--- config.mk ---
export PLATFORM = sky130hd
export DESIGN_NAME = eeprom_host
export DESIGN_NICKNAME = d
export VERILOG_FILES = /design/src/rtl/eeprom_host_pkg.sv /design/src/rtl/strobe_timer.sv /design/src/rtl/eeprom_host.sv
export SDC_FILE = /design/constraint.sdc
export NUM_CORES = 1
export LEC_CHECK = 0
export ABC_AREA = 1
export BUFFER_PORTS_ARGS = -buffer_cell sky130_fd_sc_hd__buf_2
export CORE_UTILIZATION = 55
export DETAILED_ROUTE_END_ITERATION = 7
export PLACE_DENSITY_LB_ADDON = 0.25
export REMOVE_ABC_BUFFERS = 1
export SLEW_MARGIN = 30
export SYNTH_ARGS = -nofsm -noshare
export SYNTH_HDL_FRONTEND = slang
export SYNTH_HIERARCHICAL = 1
export SYNTH_SLANG_ARGS = --single-unit
--- constraint.sdc ---
create_clock -name ref_clk_i -period 3.45 [get_ports ref_clk_i]
set_input_delay 0.8625 -clock ref_clk_i [delete_from_list [all_inputs] [get_ports ref_clk_i]]
set_output_delay 0.8625 -clock ref_clk_i [all_outputs]
set_load 0.1 [all_outputs]
--- src/rtl/eeprom_host_pkg.sv ---
// Purpose: shared constants and types for the EEPROM module host controller
// Assumes: 40 MHz ref_clk_i, 15-bit word address, up to 32-bit data
// Notes: command addresses are parameters because their values are not fixed here
package eeprom_host_pkg;
  localparam int unsigned CLK_MHZ = 40;
  localparam int unsigned ADDR_W = 15;
  localparam int unsigned DATA_W = 32;
  localparam int unsigned LANES = 4;
  // Strobe timing, ns as printed, cycles derived (minimums round up)
  localparam int unsigned T_WP_NS = 100;
  localparam int unsigned T_WPH_NS = 50;
  localparam int unsigned T_AH_NS = 50;
  localparam int unsigned WP_CYC = (T_WP_NS * CLK_MHZ + 999) / 1000;
  localparam int unsigned WPH_CYC = (T_WPH_NS * CLK_MHZ + 999) / 1000;
  localparam int unsigned AH_CYC = (T_AH_NS * CLK_MHZ + 999) / 1000;
  // Load-to-load window, longest time rounds down
  localparam int unsigned T_BLC_US = 150;
  localparam int unsigned BLC_CYC = T_BLC_US * CLK_MHZ;
  // Chip erase: setup/hold 5 us, pulse 10 ms minimum
  localparam int unsigned T_ERS_SH_US = 5;
  localparam int unsigned T_ERASE_MS = 10;
  localparam int unsigned ERS_SH_CYC = T_ERS_SH_US * CLK_MHZ;
  localparam int unsigned ERASE_CYC = T_ERASE_MS * 1000 * CLK_MHZ;
  localparam int unsigned WRITE_CYC = T_ERASE_MS * 1000 * CLK_MHZ;
  localparam int unsigned CNT_W = 20;
  localparam int unsigned PAGE_WORDS = 64;
  localparam logic [ADDR_W-1:0] ID_BASE = 15'h7fc0;
  localparam logic [7:0] CMD_AA = 8'haa;
  localparam logic [7:0] CMD_55 = 8'h55;
  localparam logic [7:0] CMD_A0 = 8'ha0;
  localparam logic [7:0] CMD_80 = 8'h80;
  localparam logic [7:0] CMD_20 = 8'h20;
  typedef enum logic [2:0] {
    OP_READ,
    OP_WRITE,
    OP_PROT_WRITE,
    OP_UNPROTECT,
    OP_ERASE,
    OP_ID_READ,
    OP_ID_WRITE
  } op_t;
  typedef struct packed {
    logic [ADDR_W-1:0] addr;
    logic [DATA_W-1:0] data;
  } word_t;
  typedef struct packed {
    logic [LANES-1:0] lane_select_n;
    logic [LANES-1:0] lane_write_strobe_n;
    logic out_gate_n;
    logic out_gate_hv;
    logic id_access_hv;
  } pins_t;
endpackage

--- src/rtl/strobe_timer.sv ---
// Purpose: down-counter that times each strobe phase
// Assumes: load and count come from the same clock domain
// Notes: done is high when the counter is zero
`timescale 1ns/1ps
module strobe_timer #(
  parameter int unsigned W = 20
) (
  input wire logic ref_clk_i, // clock
  input wire logic reset_i, // sync reset
  input wire logic load_i, // load a new count
  input wire logic [W-1:0] value_i, // count to load
  output logic done_o // counter at zero
);
  logic [W-1:0] cnt_reg;
  logic [W-1:0] cnt_next;
  always_comb begin
    cnt_next = cnt_reg;
    if (load_i) begin
      cnt_next = value_i;
    end else if (cnt_reg != '0) begin
      cnt_next = cnt_reg - 1'b1;
    end
  end
  always_ff @(posedge ref_clk_i) begin
    if (reset_i) begin
      cnt_reg <= '0;
    end else begin
      cnt_reg <= cnt_next;
    end
  end
  assign done_o = (cnt_reg == '0);
endmodule

--- src/rtl/eeprom_host.sv ---
// Purpose: host controller driving the EEPROM module pins for read, write, erase
// Assumes: one request at a time; command bytes are replicated on all active lanes
// Notes: no clock inside the device; all timing comes from ref_clk_i counts; protection lives only in the part
// Operation
// - ID area: top 64 addresses with flag
// - Gate HV with select/strobe low erases
// - Protected writes need three-load prefix each time
// - Six-load sequence turns protection off
// - Replicate command byte on all active lanes
// - Command loads use page-write load timing
// - One to 64 words follow prefix
// - Next load within 150 us of previous; host does not time it, each word waits for word_valid_i
`timescale 1ns/1ps
module eeprom_host
  import eeprom_host_pkg::*;
#(
  parameter logic [eeprom_host_pkg::ADDR_W-1:0] CMD_ADDR_A = 15'h5555,
  parameter logic [eeprom_host_pkg::ADDR_W-1:0] CMD_ADDR_B = 15'h2aaa,
  parameter int unsigned ERASE_CYCLES = eeprom_host_pkg::ERASE_CYC,
  parameter int unsigned WRITE_CYCLES = eeprom_host_pkg::WRITE_CYC
) (
  input wire logic ref_clk_i, // clock
  input wire logic reset_i, // sync reset, active high
  input wire logic req_valid_i, // start operation
  input wire eeprom_host_pkg::op_t req_op_i, // operation
  input wire logic [eeprom_host_pkg::LANES-1:0] lanes_i, // active byte lanes
  input wire logic [6:0] req_count_i, // words in page, 1..64
  output logic req_ready_o, // idle, request accepted
  input wire logic word_valid_i, // page word offered
  input wire eeprom_host_pkg::word_t word_i, // page word
  output logic word_ready_o, // page word taken
  output logic rd_valid_o, // read data pulse
  output logic [eeprom_host_pkg::DATA_W-1:0] rd_data_o, // read data
  output logic [eeprom_host_pkg::ADDR_W-1:0] addr_o, // address pins
  output logic [eeprom_host_pkg::DATA_W-1:0] dq_o, // data pins out
  output logic dq_oe_o, // data pins driven
  input wire logic [eeprom_host_pkg::DATA_W-1:0] dq_i, // data pins in
  output eeprom_host_pkg::pins_t pins_o // control pins
);
  import eeprom_host_pkg::*;
  typedef enum logic [3:0] {
    S_IDLE, S_CMD_SETUP, S_CMD_LOW, S_CMD_HIGH, S_WAIT_WORD,
    S_DAT_LOW, S_DAT_HIGH, S_PROGRAM, S_RD_LOW, S_RD_SAMPLE,
    S_ERS_SETUP, S_ERS_PULSE, S_ERS_HOLD
  } state_t;
  state_t state_reg, state_next;
  op_t op_reg, op_next;
  logic [LANES-1:0] lanes_reg, lanes_next;
  logic [6:0] left_reg, left_next;
  logic [2:0] cmd_reg, cmd_next;
  logic [2:0] cmd_last_reg, cmd_last_next;
  logic [ADDR_W-1:0] addr_reg, addr_next;
  logic [DATA_W-1:0] dq_reg, dq_next, rd_reg, rd_next;
  logic dq_oe_reg, dq_oe_next, rd_valid_reg, rd_valid_next, ready_reg, ready_next, wready_reg, wready_next;
  pins_t pins_reg, pins_next;
  word_t cmd_w;
  logic [DATA_W-1:0] dq_s1_reg, dq_s2_reg;
  logic tload;
  logic [CNT_W-1:0] tval;
  logic tdone;

  // Command load table: up to six address/data pairs
  function automatic word_t cmd_word(input logic [2:0] idx, input logic unprot, input logic [LANES-1:0] ln);
    logic [7:0] b;
    logic [ADDR_W-1:0] a;
    word_t w;
    case (idx)
      3'h1: begin b = CMD_55; a = CMD_ADDR_B; end
      3'h2: begin b = unprot ? CMD_80 : CMD_A0; a = CMD_ADDR_A; end
      3'h4: begin b = CMD_55; a = CMD_ADDR_B; end
      3'h5: begin b = CMD_20; a = CMD_ADDR_A; end
      default: begin b = CMD_AA; a = CMD_ADDR_A; end
    endcase
    w.addr = a;
    w.data = lane_fill(b, ln);
    return w;
  endfunction
  function automatic logic [DATA_W-1:0] lane_fill(input logic [7:0] b, input logic [LANES-1:0] ln);
    logic [DATA_W-1:0] d;
    d = '0;
    for (int i = 0; i < LANES; i++) begin
      if (ln[i]) d[i*8 +: 8] = b;
    end
    return d;
  endfunction
  function automatic logic [CNT_W-1:0] cyc(input int unsigned n);
    return CNT_W'(n);
  endfunction
  strobe_timer #(.W(CNT_W)) u_timer (
    .ref_clk_i(ref_clk_i),
    .reset_i(reset_i),
    .load_i(tload),
    .value_i(tval),
    .done_o(tdone)
  );
  assign cmd_w = cmd_word(cmd_reg, op_reg == OP_UNPROTECT, lanes_reg);

  always_comb begin
    state_next = state_reg;
    op_next = op_reg;
    lanes_next = lanes_reg;
    left_next = left_reg;
    cmd_next = cmd_reg;
    cmd_last_next = cmd_last_reg;
    addr_next = addr_reg;
    dq_next = dq_reg;
    dq_oe_next = dq_oe_reg;
    rd_next = rd_reg;
    rd_valid_next = 1'b0;
    ready_next = 1'b0;
    wready_next = 1'b0;
    pins_next = pins_reg;
    tload = 1'b0;
    tval = '0;
    case (state_reg)
      S_IDLE: begin
        ready_next = 1'b1;
        pins_next.lane_select_n = '1;
        pins_next.lane_write_strobe_n = '1;
        pins_next.out_gate_n = 1'b1;
        pins_next.out_gate_hv = 1'b0;
        pins_next.id_access_hv = 1'b0;
        dq_oe_next = 1'b0;
        if (req_valid_i && ready_reg) begin
          ready_next = 1'b0;
          op_next = req_op_i;
          lanes_next = lanes_i;
          left_next = (req_count_i == 7'h0 || req_count_i > 7'(PAGE_WORDS)) ? 7'h1 : req_count_i;
          pins_next.id_access_hv = (req_op_i == OP_ID_READ || req_op_i == OP_ID_WRITE);
          cmd_next = 3'h0;
          cmd_last_next = (req_op_i == OP_UNPROTECT) ? 3'h5 : 3'h2;
          tload = 1'b1;
          tval = cyc(ERS_SH_CYC);
          case (req_op_i)
            OP_PROT_WRITE, OP_UNPROTECT: state_next = S_CMD_SETUP;
            OP_ERASE: begin
              pins_next.out_gate_hv = 1'b1;
              state_next = S_ERS_SETUP;
            end
            OP_READ, OP_ID_READ: state_next = S_WAIT_WORD;
            default: state_next = S_WAIT_WORD;
          endcase
        end
      end
      S_CMD_SETUP: begin
        addr_next = cmd_w.addr;
        dq_next = cmd_w.data;
        dq_oe_next = 1'b1;
        pins_next.lane_select_n = ~lanes_reg;
        pins_next.lane_write_strobe_n = ~lanes_reg;
        tload = 1'b1;
        tval = cyc(WP_CYC);
        state_next = S_CMD_LOW;
      end
      S_CMD_LOW: if (tdone) begin
        pins_next.lane_write_strobe_n = '1;
        tload = 1'b1;
        tval = cyc(WPH_CYC > AH_CYC ? WPH_CYC : AH_CYC);
        state_next = S_CMD_HIGH;
      end
      S_CMD_HIGH: if (tdone) begin
        if (cmd_reg == cmd_last_reg) begin
          // Last command load: disable sequence waits a write cycle in S_PROGRAM, protected write goes on to its words
          state_next = (op_reg == OP_UNPROTECT) ? S_PROGRAM : S_WAIT_WORD;
          tload = (op_reg == OP_UNPROTECT);
          tval = cyc(WRITE_CYCLES);
          pins_next.lane_select_n = (op_reg == OP_UNPROTECT) ? '1 : pins_reg.lane_select_n;
          dq_oe_next = (op_reg != OP_UNPROTECT);
        end else begin
          cmd_next = cmd_reg + 3'h1;
          state_next = S_CMD_SETUP;
        end
      end
      S_WAIT_WORD: begin
        wready_next = word_valid_i && !wready_reg;
        if (word_valid_i && !wready_reg) begin
          addr_next = word_i.addr;
          dq_next = word_i.data;
          pins_next.lane_select_n = ~lanes_reg;
          tload = 1'b1;
          tval = cyc(WP_CYC);
          if (op_reg == OP_READ || op_reg == OP_ID_READ) begin
            dq_oe_next = 1'b0;
            pins_next.out_gate_n = 1'b0;
            state_next = S_RD_LOW;
          end else begin
            dq_oe_next = 1'b1;
            pins_next.out_gate_n = 1'b1;
            pins_next.lane_write_strobe_n = ~lanes_reg;
            state_next = S_DAT_LOW;
          end
        end
      end
      S_DAT_LOW: if (tdone) begin
        pins_next.lane_write_strobe_n = '1;
        left_next = left_reg - 7'h1;
        tload = 1'b1;
        tval = cyc(WPH_CYC > AH_CYC ? WPH_CYC : AH_CYC);
        state_next = S_DAT_HIGH;
      end
      S_DAT_HIGH: if (tdone) begin
        // Next load waits in S_WAIT_WORD for word_valid_i; nothing times the load window
        if (left_reg != 7'h0) begin
          state_next = S_WAIT_WORD;
        end else begin
          pins_next.lane_select_n = '1;
          dq_oe_next = 1'b0;
          tload = 1'b1;
          tval = cyc(WRITE_CYCLES);
          state_next = S_PROGRAM;
        end
      end
      S_PROGRAM: if (tdone) state_next = S_IDLE;
      S_RD_LOW: if (tdone) begin
        rd_next = dq_s2_reg;
        rd_valid_next = 1'b1;
        pins_next.out_gate_n = 1'b1;
        pins_next.lane_select_n = '1;
        state_next = S_RD_SAMPLE;
      end
      S_RD_SAMPLE: state_next = S_IDLE;
      S_ERS_SETUP: if (tdone) begin
        pins_next.lane_select_n = ~lanes_reg;
        pins_next.lane_write_strobe_n = ~lanes_reg;
        tload = 1'b1;
        tval = cyc(ERASE_CYCLES);
        state_next = S_ERS_PULSE;
      end
      S_ERS_PULSE: if (tdone) begin
        pins_next.lane_select_n = '1;
        pins_next.lane_write_strobe_n = '1;
        tload = 1'b1;
        tval = cyc(ERS_SH_CYC);
        state_next = S_ERS_HOLD;
      end
      S_ERS_HOLD: if (tdone) begin
        pins_next.out_gate_hv = 1'b0;
        state_next = S_IDLE;
      end
      default: state_next = S_IDLE;
    endcase
  end

  always_ff @(posedge ref_clk_i) begin
    dq_s1_reg <= dq_i;
    dq_s2_reg <= dq_s1_reg;
    if (reset_i) begin
      state_reg <= S_IDLE;
      op_reg <= OP_READ;
      lanes_reg <= '0;
      left_reg <= '0;
      cmd_reg <= '0;
      cmd_last_reg <= '0;
      addr_reg <= '0;
      dq_reg <= '0;
      dq_oe_reg <= 1'b0;
      rd_reg <= '0;
      rd_valid_reg <= 1'b0;
      ready_reg <= 1'b0;
      wready_reg <= 1'b0;
      pins_reg <= '{lane_select_n: '1, lane_write_strobe_n: '1, out_gate_n: 1'b1,
                    out_gate_hv: 1'b0, id_access_hv: 1'b0};
    end else begin
      state_reg <= state_next;
      op_reg <= op_next;
      lanes_reg <= lanes_next;
      left_reg <= left_next;
      cmd_reg <= cmd_next;
      cmd_last_reg <= cmd_last_next;
      addr_reg <= addr_next;
      dq_reg <= dq_next;
      dq_oe_reg <= dq_oe_next;
      rd_reg <= rd_next;
      rd_valid_reg <= rd_valid_next;
      ready_reg <= ready_next;
      wready_reg <= wready_next;
      pins_reg <= pins_next;
    end
  end

  assign req_ready_o = ready_reg;
  assign word_ready_o = wready_reg;
  assign rd_valid_o = rd_valid_reg;
  assign rd_data_o = rd_reg;
  assign addr_o = addr_reg;
  assign dq_o = dq_reg;
  assign dq_oe_o = dq_oe_reg;
  assign pins_o = pins_reg;
endmodule

* Yosys cells after proc, flatten, opt, wreduce, memory -nomap -nowiden
Cells that the tools add are included.
** Operators by class
- $add $sub $neg :: 3
- $lt $le $gt $ge :: 1
- Mux-type cells :: 82
- Bitwise operators :: 4
- Eq/ne operators :: 41
- Reductions and logical operators :: 40
** Operators with widths (number)
- one-hot mux 19 bit (8 select lines) :: 1
- 2-to-1 mux 19 bit :: 5
- 2-to-1 mux 4 bit :: 18
- 2-to-1 mux 8 bit :: 8
- one-hot mux 32 bit (2 select lines) :: 1
- one-hot mux 4 bit (11 select lines) :: 1
- 2-to-1 mux 20 bit :: 2
- 2-to-1 mux 32 bit :: 1
- one-hot mux 4 bit (8 select lines) :: 1
- 2-to-1 mux 15 bit :: 2
- inequality test 2 bit, second input constant :: 15
- one-hot mux 15 bit (2 select lines) :: 1
- one-hot mux 4 bit (6 select lines) :: 1
- one-hot mux 8 bit (3 select lines) :: 1
- 2-to-1 mux 7 bit :: 3
- zero test 20 bit :: 1
- AND reduction 10 bit :: 2
- nonzero test 20 bit :: 1
- subtractor 20 x 1 -> 20 bit, second input constant :: 1
- equality test 3 bit, second input constant :: 6
- 2-to-1 mux 3 bit :: 6
- 2-to-1 mux 1 bit :: 17
- equality test 4 x 3 -> 1 bit, second input constant :: 4
- equality test 4 bit, second input constant :: 4
- other kinds (40) :: 68
** Word-level totals
- Output and inout bits :: 94
- Bits in registers :: 202

* Depth between registers and ports, before layout
Gate-level depths: netlist (run 1).
- Depth in word-level cells :: 5
- Gate-level depth with buffers :: 16
- Mapped depth without buffers :: 15

* By module
The synthesis (run 1) kept the hierarchy.
** By module, submodules not included
- eeprom_host :: times used 1, cells each 832, sequential area each 3623.5 um2, area an instance 6671.4 um2
- strobe_timer :: times used 1, cells each 194, sequential area each 400.4 um2, area an instance 1353.8 um2

* Worst setup path after synthesis (run 1)
OpenSTA, ideal clock, no wires.
- Path type :: register to register
- Start point :: register wready_reg, in the netlist word_ready_o
- End point :: register u_timer.cnt_reg[17]
- Path buffers :: 4
- Slack :: 1060 ps
- Stages on the path, launching flop included :: 12
- Required time :: 3311 ps
- Library setup time :: 139 ps
- Arrival time :: 2251 ps
- Cell sequence :: dfxtp_1 inv_1 nand3_2 nand2_2 buf_6 buf_2 a21oi_1 nand2_1 buf_2 buf_1 nand2_1 a21oi_2
** Between the ends
- Longest elaborated chain between the ends :: 5
- Elaborated cells between the ends (all ways) :: 6
- Classes of those cells :: mux: 3; reduce/logical: 3
** RTL lines
- start: declaration :: line eeprom_host.sv:54 : logic dq_oe_reg, dq_oe_next, rd_valid_reg, rd_valid_next, ready_reg, ready_next, wready_reg, wready_next;
- start signal: assignment :: line eeprom_host.sv:276 : wready_reg <= wready_next;
- zero test 1 bit * :: line eeprom_host.sv:176 : if (word_valid_i && !wready_reg) begin
- logical AND 1 bit * :: line eeprom_host.sv:176
- 2-to-1 mux 1 bit * :: line eeprom_host.sv:176
- one-hot mux 1 bit (6 select lines) * :: line eeprom_host.sv:115 : case (state_reg)
- via tload :: line eeprom_host.sv:58 : logic tload;
- 2-to-1 mux 20 bit / nonzero test 2 bit (equally long branches)
- end signal: assignment :: line strobe_timer.sv:28 : cnt_reg <= cnt_next;
- end: declaration :: line strobe_timer.sv:14 : logic [W-1:0] cnt_reg;
Mark *: on every way through the listed nets, which the timed path passes. The rest lies on a longest branch.
A chain may end at the register's enable or synchronous reset.

* Worst setup path in the final report (run 1)
- Start point :: register u_timer.cnt_reg[0]
- End point :: register pins_reg, in the netlist pins_o[7]
** Between the ends
- Longest elaborated chain between the ends :: 3
- Elaborated cells between the ends (all ways) :: 7
- Classes of those cells :: eq/ne: 5; reduce/logical: 2
** RTL lines
- zero test 20 bit * :: line strobe_timer.sv:31 : assign done_o = (cnt_reg == '0);
- via tdone :: line eeprom_host.sv:60 : logic tdone;
- inequality test 2 bit (no source line)
- AND reduction 10 bit (no source line) *
- end signal: assignment :: line eeprom_host.sv:261 : pins_reg <= '{lane_select_n: '1, lane_write_strobe_n: '1, out_gate_n: 1'b1,
- end signal: assignment :: line eeprom_host.sv:277 : pins_reg <= pins_next;
- end: declaration :: line eeprom_host.sv:55 : pins_t pins_reg, pins_next;
Marked as above.

==> results.tsv, run 1 <==
stage	metric	value	unit
min_path	HP Class	flip-flop to flip-flop	
synthesis	Cells after Synth	1026	
synthesis	Syn Area/Cell	7.82	µm²
setup_path	Crit path arrival time	2950	ps
setup_path	reg2reg start	u_timer/cnt_reg[0]	
global_routing	vias in the first global route	6832	
placement	Placed Area	0.00905	mm²
final_layout	Syn-to-layout area delta	22.9	%
setup_path	CP Launch Type	flip-flop	
timing	minimum clock period	2600	ps
route	Vias	7372	
pwr	switching power	5.63	mW
synthesis	yosys warns	6	
timing	period utilisation layout	75.4	%
route	mean routed wirelength per cell	14.3	µm
timing	relative slew slack	53.0	%
synthesis	biggest area consumer among synthesized cells	dfxtp_1	
final_layout	final net count	1315	
cts	TritonCTS buffer count	21	
route	first-pass iteration count of the detailed router	5	
flow_run	max-cap violation count	0	
timing	crit path setup slack, layout	849	ps
setup_path	flop-to-flop setup slack	850	ps
placement	dpl hpwl	13.6	mm
synthesis	Post-Syn Area	0.00803	mm²
synthesis	EDFF count, synth	0	
setup_path	CP required	3800	ps
synthesis	top cells by area, synth	dfxtp_1 (50%), nand2_1 (11%), a21oi_1 (8.2%)	
min_path	WHS Endpoint	dq_s2_reg[21]	
die	Die ar.	0.0151	mm²
setup_path	most frequent CP cell	inv_1	
placement	GP Congestion	0.927	
synthesis	Synth Flop Type	dfxtp_1	
cts	Setup Fix Bufs, Post-CTS	0	
pwr	pwr/cell area	1150	mW/mm²
final_layout	Fillers	1131	
route	Detail Route Antenna Nets	0	
pwr	Internal Pwr Total	5.68	mW
synthesis	Post-Synth Adder-Cell Area	1.25	%
timing	Slew Limit Fails	0	
setup_path	Reg2Reg Depth	15	
timing	Setup TNS	0	ps
pwr	Comb pwr share	49.3	%
cts	CTS tree	yes	
setup_path	Crit-path slowest cell	inv_1	
synthesis	share of the synthesized area in the top cell type	50.1	%
pwr	Switching Share	49.8	%
cts	Clock Latency Late Sink	500	ps
pwr	Leak	4.58	nW
setup_path	Critical R2R Capture	pins_o[7]	
die	core area	0.0140	mm²
route	Vias/cell	5.25	
setup_path	Crit Path Class	flip-flop to flip-flop	
setup_path	Cell Chain, Critical Path	inv_1, ha_1, nand2_2, nor2_4, nand3_4, inv_1, inv_1, nand3_1, nand2_1, inv_1, nand2_1, nor2_1, nand3_1, nand2_1, nand3_1	
setup_path	critical path peak fanout	14	
cts	cts repair resizes	0	
synthesis	post-synthesis compound-gate area fraction	15.3	%
synthesis	simple-gate portion of the synthesized area	25.1	%
min_path	hold path depth	0	
placement	IO Port Bufs	190	
global_routing	GRT Total Usage	26.4	%
cts	clk root buf	clkbuf_16	
placement	pre-CTS setup slack	856	ps
die	Initial Util	57.2	%
synthesis	Post-synth ARST share	0	%
min_path	min-delay src	dq_s1_reg[21]	
global_routing	first-pass GRT wire length	32.0	mm
synthesis	Post-Synth XOR/XNOR Area	1.75	%
route	Initial DRC Count	621	
final_layout	share of layout cells above drive strength 1	23.9	%
route	DRC	0	
pwr	Reg power frac	27.7	%
timing	Fmax	384	MHz
timing	Slew @ Worst Pin	705	ps
pwr	Max IR drop VDD	1.01	mV
global_routing	largest net degree at the start of global routing	83	
setup_path	Critical Path End Type	flip-flop	
synthesis	largest family of logic cells by synthesized area	simple AND/OR/NAND/NOR gates	
global_routing	initial antenna violation count	0	
die	Die Ht	123	µm
cts	CTS Hold Bufs	0	
die	FP Rows	43	
synthesis	sequential area share after synthesis	50.1	%
cts	Bufs on Longest Clock Path	3	
global_routing	global route overflow	0	
synthesis	mux cell area share after synthesis	0	%
timing	final hold viol count	0	
route	final WL	20.1	mm
cts	CTS Sinks	201	
timing	worst hold slack	323	ps
outcome	status	finished, final reports clean	
setup_path	slowest stage delay, CP	340	ps
cts	clock transition at the registers of the reported paths	60	ps
cts	H-tree lvl count	1	
die	# IOs	191	
synthesis	#FFs+latches synth	201	
timing	final setup violation count	0	
final_layout	Antenna diodes	0	
final_layout	final instance area	0.00987	mm²
timing	RSZ-0062 raised after global routing	no	
die	die extent in x	123	µm
pwr	clock network power share	23.0	%
timing	final clock skew	12.0	ps
synthesis	number of library cell types mapped by synthesis	38	
==> cells by family (layout without fill, tap and decap cells) <==
kind of cell | count (synthesis) | in the layout
simple gates | 452 | 452
xor+xnor | 16 | 16
fa+ha+maj | 8 | 8
buf+inv | 116 | 306
compound gates | 232 | 232
other cells | 1 | 10
flops | 201 | 201
==> per-stage QoR <==
step | utilization (%) | total power [mW] | instances
floorplan | - | 7.67 | 988
global placement | 64.5 | 8.63 | 1367
detailed placement | 64.5 | 8.69 | 1367
CTS | 70.3 | 11.3 | 1405
global route | 70.3 | 11.9 | 1405
finish | 70.3 | 11.3 | 1405
==> routing by layer <==
layer | track usage, % | vias to the layer above | share of wire, %
li1 | - | 3735 | -
met1 | 35.5 | 3353 | 44
met2 | 43.0 | 251 | 47
met3 | 5.20 | 33 | 6.3
met4 | 6.94 | 0 | 1.9
met5 | 0 | - | 0
==> area by class of cell <==
type                    count  area, µm²  share of cell area, %
flip-flops and latches    201       4020                   40.8
multi-input cells         718       3520                   35.7
repair buffers            199       1020                   10.3
clock buffers              27        598                   6.06
inverters                  69        263                   2.66
well taps                 180        225                   2.28
clock inverters            11        215                   2.18
==> critical path: cells and delay by family (launching register included) <==
kind | cells | cell delay, ps
and+or+nand+nor | 10 | 1030
buffers and inverters | 4 | 930
DFF | 1 | 310
adders and majority gates | 1 | 190
==> Yosys cell counts, types with 3 or more instances <==
cell type    n
nand2_2     18
xnor2_1      6
buf_2       16
o21ai_0     74
a31oi_1     10
nor2_4       6
dfxtp_1    201
nand3_1     86
inv_2        3
buf_6        5
nand4_1     14
o211ai_1     4
xor2_1      10
nor3_1       3
nor2_2      11
nor2_1      69
inv_1       63
clkbuf_1    22
nand2_1    235
ha_1         8
a21oi_2     12
a21oi_1    131
==> power by group through the flow <==
stage | Sequential, mW | Clock (mW) | Combinational, mW
floorplan | 5.45 | 0 | 2.22
global placement | 3.15 | 0 | 5.48
detailed placement | 3.16 | 0 | 5.53
CTS | 3.13 | 2.63 | 5.56
global route | 3.19 | 2.74 | 5.99
finish | 3.13 | 2.60 | 5.58
==> worst max-delay path by stage <==
stage / startpoint / to / cells past startpoint
after floorplan: word_ready_o / u_timer/cnt_reg[12] / 10
after global placement: req_valid_i / u_timer/cnt_reg[11] / 10
after detailed placement: req_valid_i / u_timer/cnt_reg[15] / 10
after CTS: u_timer/cnt_reg[0] / pins_o[7] / 15
after global routing: u_timer/cnt_reg[0] / pins_o[7] / 15
final: u_timer/cnt_reg[0] / pins_o[7] / 15
==> layout by cell type, fill, tap and decap left out, types with 2 or more instances in the layout <==
cell type | synthesis | routed
buf_2 | 16 | 190
a21oi_1 | 131 | 131
o211ai_1 | 4 | 4
nor2_4 | 6 | 6
nor3_1 | 3 | 3
inv_2 | 3 | 3
bufinv_16 | 0 | 6
inv_1 | 63 | 63
clkinv_2 | 1 | 3
nand4_1 | 14 | 14
nand2_2 | 18 | 18
nor2_1 | 69 | 69
a31oi_1 | 10 | 10
nand2_4 | 2 | 2
conb_1 | 1 | 10
ha_1 | 8 | 8
a21oi_2 | 12 | 12
nand2_1 | 235 | 235
nand3_1 | 86 | 86
inv_6 | 0 | 2
nand3b_1 | 2 | 2
xnor2_1 | 6 | 6
clkbuf_16 | 0 | 21
o21ai_0 | 74 | 74
or2_1 | 2 | 2
buf_4 | 1 | 9
xor2_1 | 10 | 10
clkbuf_8 | 0 | 5
nor2_2 | 11 | 11
dfxtp_1 | 201 | 201
Power figures use the tool's default switching activity.
==> run 2: changes to the inputs <==
--- a/config.mk
+++ b/config.mk
@@ -7,7 +7,7 @@
 export LEC_CHECK = 0
 export ABC_AREA = 1
 export BUFFER_PORTS_ARGS = -buffer_cell sky130_fd_sc_hd__buf_2
-export CORE_UTILIZATION = 55
+export CORE_UTILIZATION = 53
 export DETAILED_ROUTE_END_ITERATION = 7
 export PLACE_DENSITY_LB_ADDON = 0.25
 export REMOVE_ABC_BUFFERS = 1
==> constraint.sdc (replaced) <==
create_clock -name ref_clk_i -period 2.4 [get_ports ref_clk_i]
set_input_delay 0.6 -clock ref_clk_i [delete_from_list [all_inputs] [get_ports ref_clk_i]]
set_output_delay 0.6 -clock ref_clk_i [all_outputs]
set_load 0.1 [all_outputs]
==> run 2 against run 1 <==
The run now ends with DRC left. Core utilization decreased by 2.4 points. Fmax up 18%. Clock power increased by 30%. Critical path depth stayed put. Sequential power rose by 44%. Clock-buffer cell count grew 3. Routed wire length grew 2.3%. Largest cell class unchanged.
==> results.tsv, run 2 (synthesis gave the netlist of run 1 again) <==
stage	metric	value	unit	change
outcome	status	finished with violations		was finished, final reports clean
outcome	failing checks	DRC		
pwr	Pwr Total	16.1	mW	was 11.3 mW
cts	Clock Latency Late Sink	490	ps	was 500 ps
final_layout	most frequent cells in the layout	nand2_1 (235), dfxtp_1 (200), buf_2 (190), a21oi_1 (131), nand3_1 (86)		was nand2_1 (235), dfxtp_1 (201), buf_2 (190), a21oi_1 (131), nand3_1 (86)
route	Vias	7450		was 7372
cts	H-tree lvl count	1		unchanged
timing	final hold viol count	0		unchanged
route	first-pass iteration count of the detailed router	7		was 5
timing	relative slew slack	65.8	%	was 53.0%
final_layout	Reg area	0.00403	mm²	was 0.00402 mm²
setup_path	Crit path arrival time	2570	ps	was 2950 ps
die	Die ar.	0.0156	mm²	was 0.0151 mm²
setup_path	Crit Path Class	flip-flop to flip-flop		unchanged
min_path	HP Class	primary input to flip-flop		was flip-flop to flip-flop
die	core area	0.0146	mm²	was 0.0140 mm²
route	mean routed wirelength per cell	14.5	µm	was 14.3 µm
global_routing	largest net degree at the start of global routing	83		unchanged
die	Die Ht	125	µm	was 123 µm
timing	final setup violation count	0		unchanged
timing	Slew @ Worst Pin	512	ps	was 705 ps
pwr	Max IR drop VDD	1.20	mV	was 1.01 mV
setup_path	CP required	2760	ps	was 3800 ps
cts	clock transition at the registers of the reported paths	60	ps	about the same
cts	CTS Hold Bufs	0		unchanged
die	die extent in x	125	µm	was 123 µm
die	# IOs	191		unchanged
global_routing	initial antenna violation count	0		unchanged
placement	pre-CTS setup slack	102	ps	was 856 ps
global_routing	global route overflow	0		unchanged
timing	Slew Limit Fails	0		unchanged
cts	TritonCTS buffer count	21		unchanged
final_layout	Fillers	1254		was 1131
die	FP Rows	44		was 43
route	DRC	4		was 0
route	met2 wire length	9.90	mm	was 9.56 mm
placement	IO Port Bufs	190		unchanged
placement	dpl hpwl	13.7	mm	was 13.6 mm
final_layout	final net count	1327		was 1315
global_routing	vias in the first global route	7183		was 6832
pwr	pwr/cell area	1620	mW/mm²	was 1150 mW/mm²
die	Initial Util	54.8	%	was 57.2%
timing	worst hold slack	203	ps	was 323 ps
setup_path	critical path peak fanout	6		was 14
setup_path	flop-to-flop setup slack	200	ps	was 850 ps
cts	clk root buf	clkbuf_16		unchanged
timing	Fmax	454	MHz	was 384 MHz
route	top layer in use	met4		unchanged
route	WL met1	8.76	mm	was 8.93 mm
timing	final clock skew	10.6	ps	was 12.0 ps
route	metal3 WL	1.46	mm	was 1.26 mm
final_layout	Antenna diodes	0		unchanged
final_layout	area of the multi-input gates	0.00353	mm²	was 0.00352 mm²
cts	CTS tree	yes		unchanged
setup_path	Critical Path End Type	flip-flop		unchanged
pwr	Leak	4.60	nW	was 4.58 nW
setup_path	CP Launch Type	flip-flop		unchanged
flow_run	max-cap violation count	0		unchanged
route	Initial DRC Count	642		was 621
timing	minimum clock period	2200	ps	was 2600 ps
final_layout	commonest non-fill, non-tap cell in the layout	nand2_1		unchanged
route	final WL	20.6	mm	was 20.1 mm
final_layout	share of layout cells above drive strength 1	24.8	%	was 23.9%
final_layout	Syn-to-layout area delta	23.8	%	was 22.9%
final_layout	post-layout util	67.8	%	was 70.3%
global_routing	first-pass GRT wire length	33.6	mm	was 32.0 mm
cts	CTS Sinks	201		unchanged
placement	GP Congestion	0.927		about the same
cts	Bufs on Longest Clock Path	3		unchanged
timing	period utilisation layout	91.8	%	was 75.4%
timing	crit path setup slack, layout	198	ps	was 849 ps
route	Detail Route Antenna Nets	0		unchanged
route	Vias/cell	5.25		about the same
global_routing	GRT Total Usage	25.9	%	was 26.4%
## run 2: changes by cell type in the layout (fill, tap and decap cells not counted), sizes merged
cell / previous run / this run
buf: 199 / 210
bufinv: 6 / 3
clkbuf: 27 / 30
inv: 69 / 66
clkinvlp: 1 / 3
clkinv: 4 / 5
## run 2: critical path, stage by stage, from the launching register on
cell	delay [ps]
dfxtp_1	310
inv_1	130
ha_1	190
nand2_2	70
nor2_4	140
nand3_4	110
clkinvlp_4	160
clkinvlp_4	170
nand3_1	120
nand2_1	90
inv_1	150
nand2_1	70
nor2_1	90
nand3_1	140
nand2_1	100
nand3_1	60
## run 2: area by class of cell
cell class / count / share of cell area [%]
well taps: 184 / 2.32
repair inverters: 1 / 0.0504
flip-flops and latches: 201 / 40.5
clock buffers: 30 / 6.13
multi-input cells: 718 / 35.5
clock inverters: 7 / 1.15
repair buffers: 210 / 11.6
inverters: 69 / 2.72
## run 2: path summary, 6_finish.rpt
kind,end,depth (start not counted),startpoint
setup / recovery,pins_o[7],15,u_timer/cnt_reg[0]
hold reg to reg,dq_s2_reg[31],0,dq_s1_reg[31]
setup reg to reg,pins_o[7],15,u_timer/cnt_reg[0]
hold / removal,dq_s1_reg[15],1,dq_i[15]
## run 2: power breakdown
part           leakage, nW  internal, mW  switching, mW
Clock                0.358          2.09           1.29
Combinational         2.59          1.81           6.39
Sequential            1.66          4.07          0.425
Total                 4.60          7.97           8.10
## run 2: per-stage QoR
step | area (µm²) | cells | setup TNS, ps
2_1_floorplan | 7810 | 988 | -14680
3_3_place_gp | 9150 | 1377 | 0
3_5_place_dp | 9150 | 1377 | 0
4_1_cts | 9880 | 1414 | 0
5_1_grt | 9930 | 1420 | -35.0
6_report | 9930 | 1420 | 0
## run 2: metal layers
metal  vias up  global-route usage (%)
met2       248                    44.2
met4         0                    7.75
met1      3414                    33.0
li1       3751                       -
met5         -                       0
met3        37                    5.39
## run 2: repair_timing
| item | CTS | global route |
|---|---|---|
| endpoints found under the setup margin | 0 | 30 |
| resized for setup | 0 | 6 |
| setup buffers | 0 | 5 |
==> run 3: changes to the inputs <==
--- a/config.mk
+++ b/config.mk
@@ -7,7 +7,7 @@
 export LEC_CHECK = 0
 export ABC_AREA = 1
 export BUFFER_PORTS_ARGS = -buffer_cell sky130_fd_sc_hd__buf_2
-export CORE_UTILIZATION = 53
+export CORE_UTILIZATION = 48
 export DETAILED_ROUTE_END_ITERATION = 7
 export PLACE_DENSITY_LB_ADDON = 0.25
 export REMOVE_ABC_BUFFERS = 1
==> constraint.sdc (replaced) <==
create_clock -name ref_clk_i -period 2 [get_ports ref_clk_i]
set_input_delay 0.5 -clock ref_clk_i [delete_from_list [all_inputs] [get_ports ref_clk_i]]
set_output_delay 0.5 -clock ref_clk_i [all_outputs]
set_load 0.005 [all_outputs]
==> run 3 against run 2 <==
The run ends with setup timing left. Critical path depth is 1 lower. Sequential share of layout area shrank 1.7 points. Via count up 1.7%. Power about the same. Clock skew up 2.1 ps. Fmax increased by 9.2%. Sequential cell count stayed put. Setup slack lost 210 ps. Core utilization is 3.2 points lower. Critical endpoint is now state_reg[1].
==> results.tsv, run 3 (synthesis gave the netlist of run 1 again) <==
stage	metric	value	unit	change
die	Die ar.	0.0172	mm²	was 0.0156 mm²
global_routing	initial antenna violation count	3		was 0
min_path	hold path depth	1		unchanged
cts	CTS Sinks	201		unchanged
min_path	HP Class	primary input to flip-flop		unchanged
route	first-pass iteration count of the detailed router	5		was 7
pwr	Internal Pwr Total	9.99	mW	was 7.97 mW
global_routing	met2 usage	38.4	%	was 44.2%
final_layout	Syn-to-layout area delta	29.9	%	was 23.8%
setup_path	critical path depth in cells	14		was 15
setup_path	CP required	2440	ps	was 2760 ps
final_layout	final net count	1364		was 1327
timing	period utilisation layout	101	%	was 91.8%
global_routing	GRT Max-Usage Layer	met2		unchanged
timing	final setup violation count	2		was 0
setup_path	Crit Path Class	flip-flop to flip-flop		unchanged
route	Detail Route Antenna Nets	0		unchanged
final_layout	most frequent cells in the layout	nand2_1 (230), buf_2 (190), dfxtp_1 (186), a21oi_1 (128), nand3_1 (79)		was nand2_1 (235), dfxtp_1 (200), buf_2 (190), a21oi_1 (131), nand3_1 (86)
pwr	switching power	6.09	mW	was 8.10 mW
setup_path	Crit path arrival time	2460	ps	was 2570 ps
outcome	status	finished with violations		unchanged
cts	H-tree lvl count	1		unchanged
placement	Placed Area	0.00940	mm²	was 0.00915 mm²
cts	clock transition at the registers of the reported paths	60	ps	about the same
timing	Setup TNS	-18.8	ps	was 0 ps
setup_path	most frequent CP cell	nand2_1		
route	Vias	7580		was 7450
route	final WL	21.1	mm	was 20.6 mm
global_routing	first-pass GRT wire length	33.6	mm	about the same
die	die extent in x	131	µm	was 125 µm
pwr	Switching Share	37.9	%	was 50.4%
global_routing	vias in the first global route	6910		was 7183
outcome	failing checks	setup timing		was DRC
global_routing	met1 usage	30.6	%	was 33.0%
setup_path	delay-heaviest family, CP	simple AND/OR/NAND/NOR gates		unchanged
die	Initial Util	49.8	%	was 54.8%
final_layout	post-layout util	64.7	%	was 67.8%
setup_path	Buffers & Inverters on Critical Path	3		was 4
pwr	Comb pwr share	41.4	%	was 51.0%
final_layout	share of layout cells above drive strength 1	30.1	%	was 24.8%
global_routing	largest net degree at the start of global routing	66		was 83
cts	TritonCTS buffer count	22		was 21
global_routing	GRT Total Usage	23.4	%	was 25.9%
final_layout	commonest non-fill, non-tap cell in the layout	nand2_1		unchanged
global_routing	met3 usage	5.56	%	was 5.39%
timing	final clock skew	12.7	ps	was 10.6 ps
timing	RSZ-0062 raised after global routing	yes		
route	mean routed wirelength per cell	14.2	µm	was 14.5 µm
setup_path	Critical Path End Type	flip-flop		unchanged
setup_path	critical path peak fanout	5		was 6
placement	GP Congestion	0.930		was 0.927
placement	dpl hpwl	14.3	mm	was 13.7 mm
cts	Clock Latency Late Sink	510	ps	was 490 ps
pwr	Pwr Total	16.1	mW	about the same
die	# IOs	191		unchanged
timing	crit path setup slack, layout	-17.1	ps	was 198 ps
route	DRC	0		was 4
placement	IO Port Bufs	190		unchanged
timing	worst hold slack	83.0	ps	was 203 ps
timing	minimum clock period	2020	ps	was 2200 ps
final_layout	Fillers	1399		was 1254
timing	Slew Limit Fails	0		unchanged
timing	final hold viol count	0		unchanged
pwr	Max IR drop VDD	1.05	mV	was 1.20 mV
setup_path	Crit-path slowest cell	dfxtp_2		was dfxtp_1
die	Die Ht	131	µm	was 125 µm
setup_path	Cell Chain, Critical Path	nor2_4, nand3_2, nor2_4, nand3_4, clkinvlp_4, clkinvlp_4, buf_6, nand3_2, nand2_1, nor2_1, nand2_1, nor2_2, nand2_1, a21oi_2		was inv_1, ha_1, nand2_2, nor2_4, nand3_4, clkinvlp_4, clkinvlp_4, nand3_1, nand2_1, inv_1, nand2_1, nor2_1, nand3_1, nand2_1, nand3_1
cts	CTS tree	yes		unchanged
route	Initial DRC Count	535		was 642
die	FP Rows	46		was 44
cts	Bufs on Longest Clock Path	3		unchanged
pwr	Leak	4.82	nW	was 4.60 nW
pwr	pwr/cell area	1540	mW/mm²	was 1620 mW/mm²
pwr	Reg power frac	33.7	%	was 28.0%
route	Vias/cell	5.09		was 5.25
final_layout	final instance area	0.0104	mm²	was 0.00993 mm²
pwr	clock network power share	24.9	%	was 21.0%
setup_path	Reg2Reg Depth	14		was 15
cts	clk root buf	clkbuf_16		unchanged
flow_run	max-cap violation count	0		unchanged
global_routing	global route overflow	0		unchanged
setup_path	slowest stage delay, CP	340	ps	was 310 ps
timing	Fmax	496	MHz	was 454 MHz
setup_path	CP Launch Type	flip-flop		unchanged
die	core area	0.0161	mm²	was 0.0146 mm²
run 3: path summary, 6_finish.rpt:
kind,from,end,slack [ps]
worst max-delay path,u_timer/cnt_reg[17],state_reg[1],-20
worst min-delay path,dq_i[27],dq_s1_reg[27],80
worst max register to register,u_timer/cnt_reg[17],state_reg[1],-20
worst min register to register,dq_s1_reg[24],dq_s2_reg[24],320
run 3: worst register-to-register path, stage by stage, from the launching register on:
cell	delay (ps)
dfxtp_2	340
nor2_4	110
nand3_2	100
nor2_4	150
nand3_4	100
clkinvlp_4	130
clkinvlp_4	180
buf_6	160
nand3_2	60
nand2_1	50
nor2_1	140
nand2_1	80
nor2_2	140
nand2_1	90
a21oi_2	130
run 3: routing by layer:
metal / up-vias / part of all wire, %
met4: 2 / 2.4
met2: 257 / 46
met3: 42 / 7.1
li1: 3835 / -
met1: 3444 / 44
met5: - / 0.038
run 3: per-stage QoR:
stage               cells  setup WS, ps
global route         1488         -76.8
detailed placement   1435          -100
finish               1489         -17.1
global placement     1435          4.34
floorplan             988         -1010
CTS                  1475          21.6
run 3: layout make-up:
type	instances	area, µm²	area share (%)
Timing Repair Buffer	246	1450	13.9
Clock buffer	28	603	5.79
Multi-Input combinational cell	718	3650	35.1
Antenna cell	2	5.00	0.0480
Tap cell	216	270	2.59
Inverter	69	275	2.64
Clock inverter	8	115	1.10
Sequential cell	201	4040	38.8
Timing Repair inverter	1	7.51	0.0720
run 3: power by group through the flow:
stage / clock (mW) / combinational [mW] / sequential [mW]
floorplan: 0 / 3.83 / 5.46
global placement: 0 / 5.98 / 5.41
detailed placement: 0 / 6.05 / 5.42
CTS: 4.07 / 6.18 / 5.35
global route: 4.25 / 7.39 / 5.52
finish: 4.00 / 6.66 / 5.42
run 3: what timing repair did:
item,CTS,global route
setup endpoints to repair,27,111
resized for setup,10,54
pin swaps,0,25
hold buffers,0,0
cloned,1,0
endpoints found under the hold margin,0,0
buffers inserted,3,12
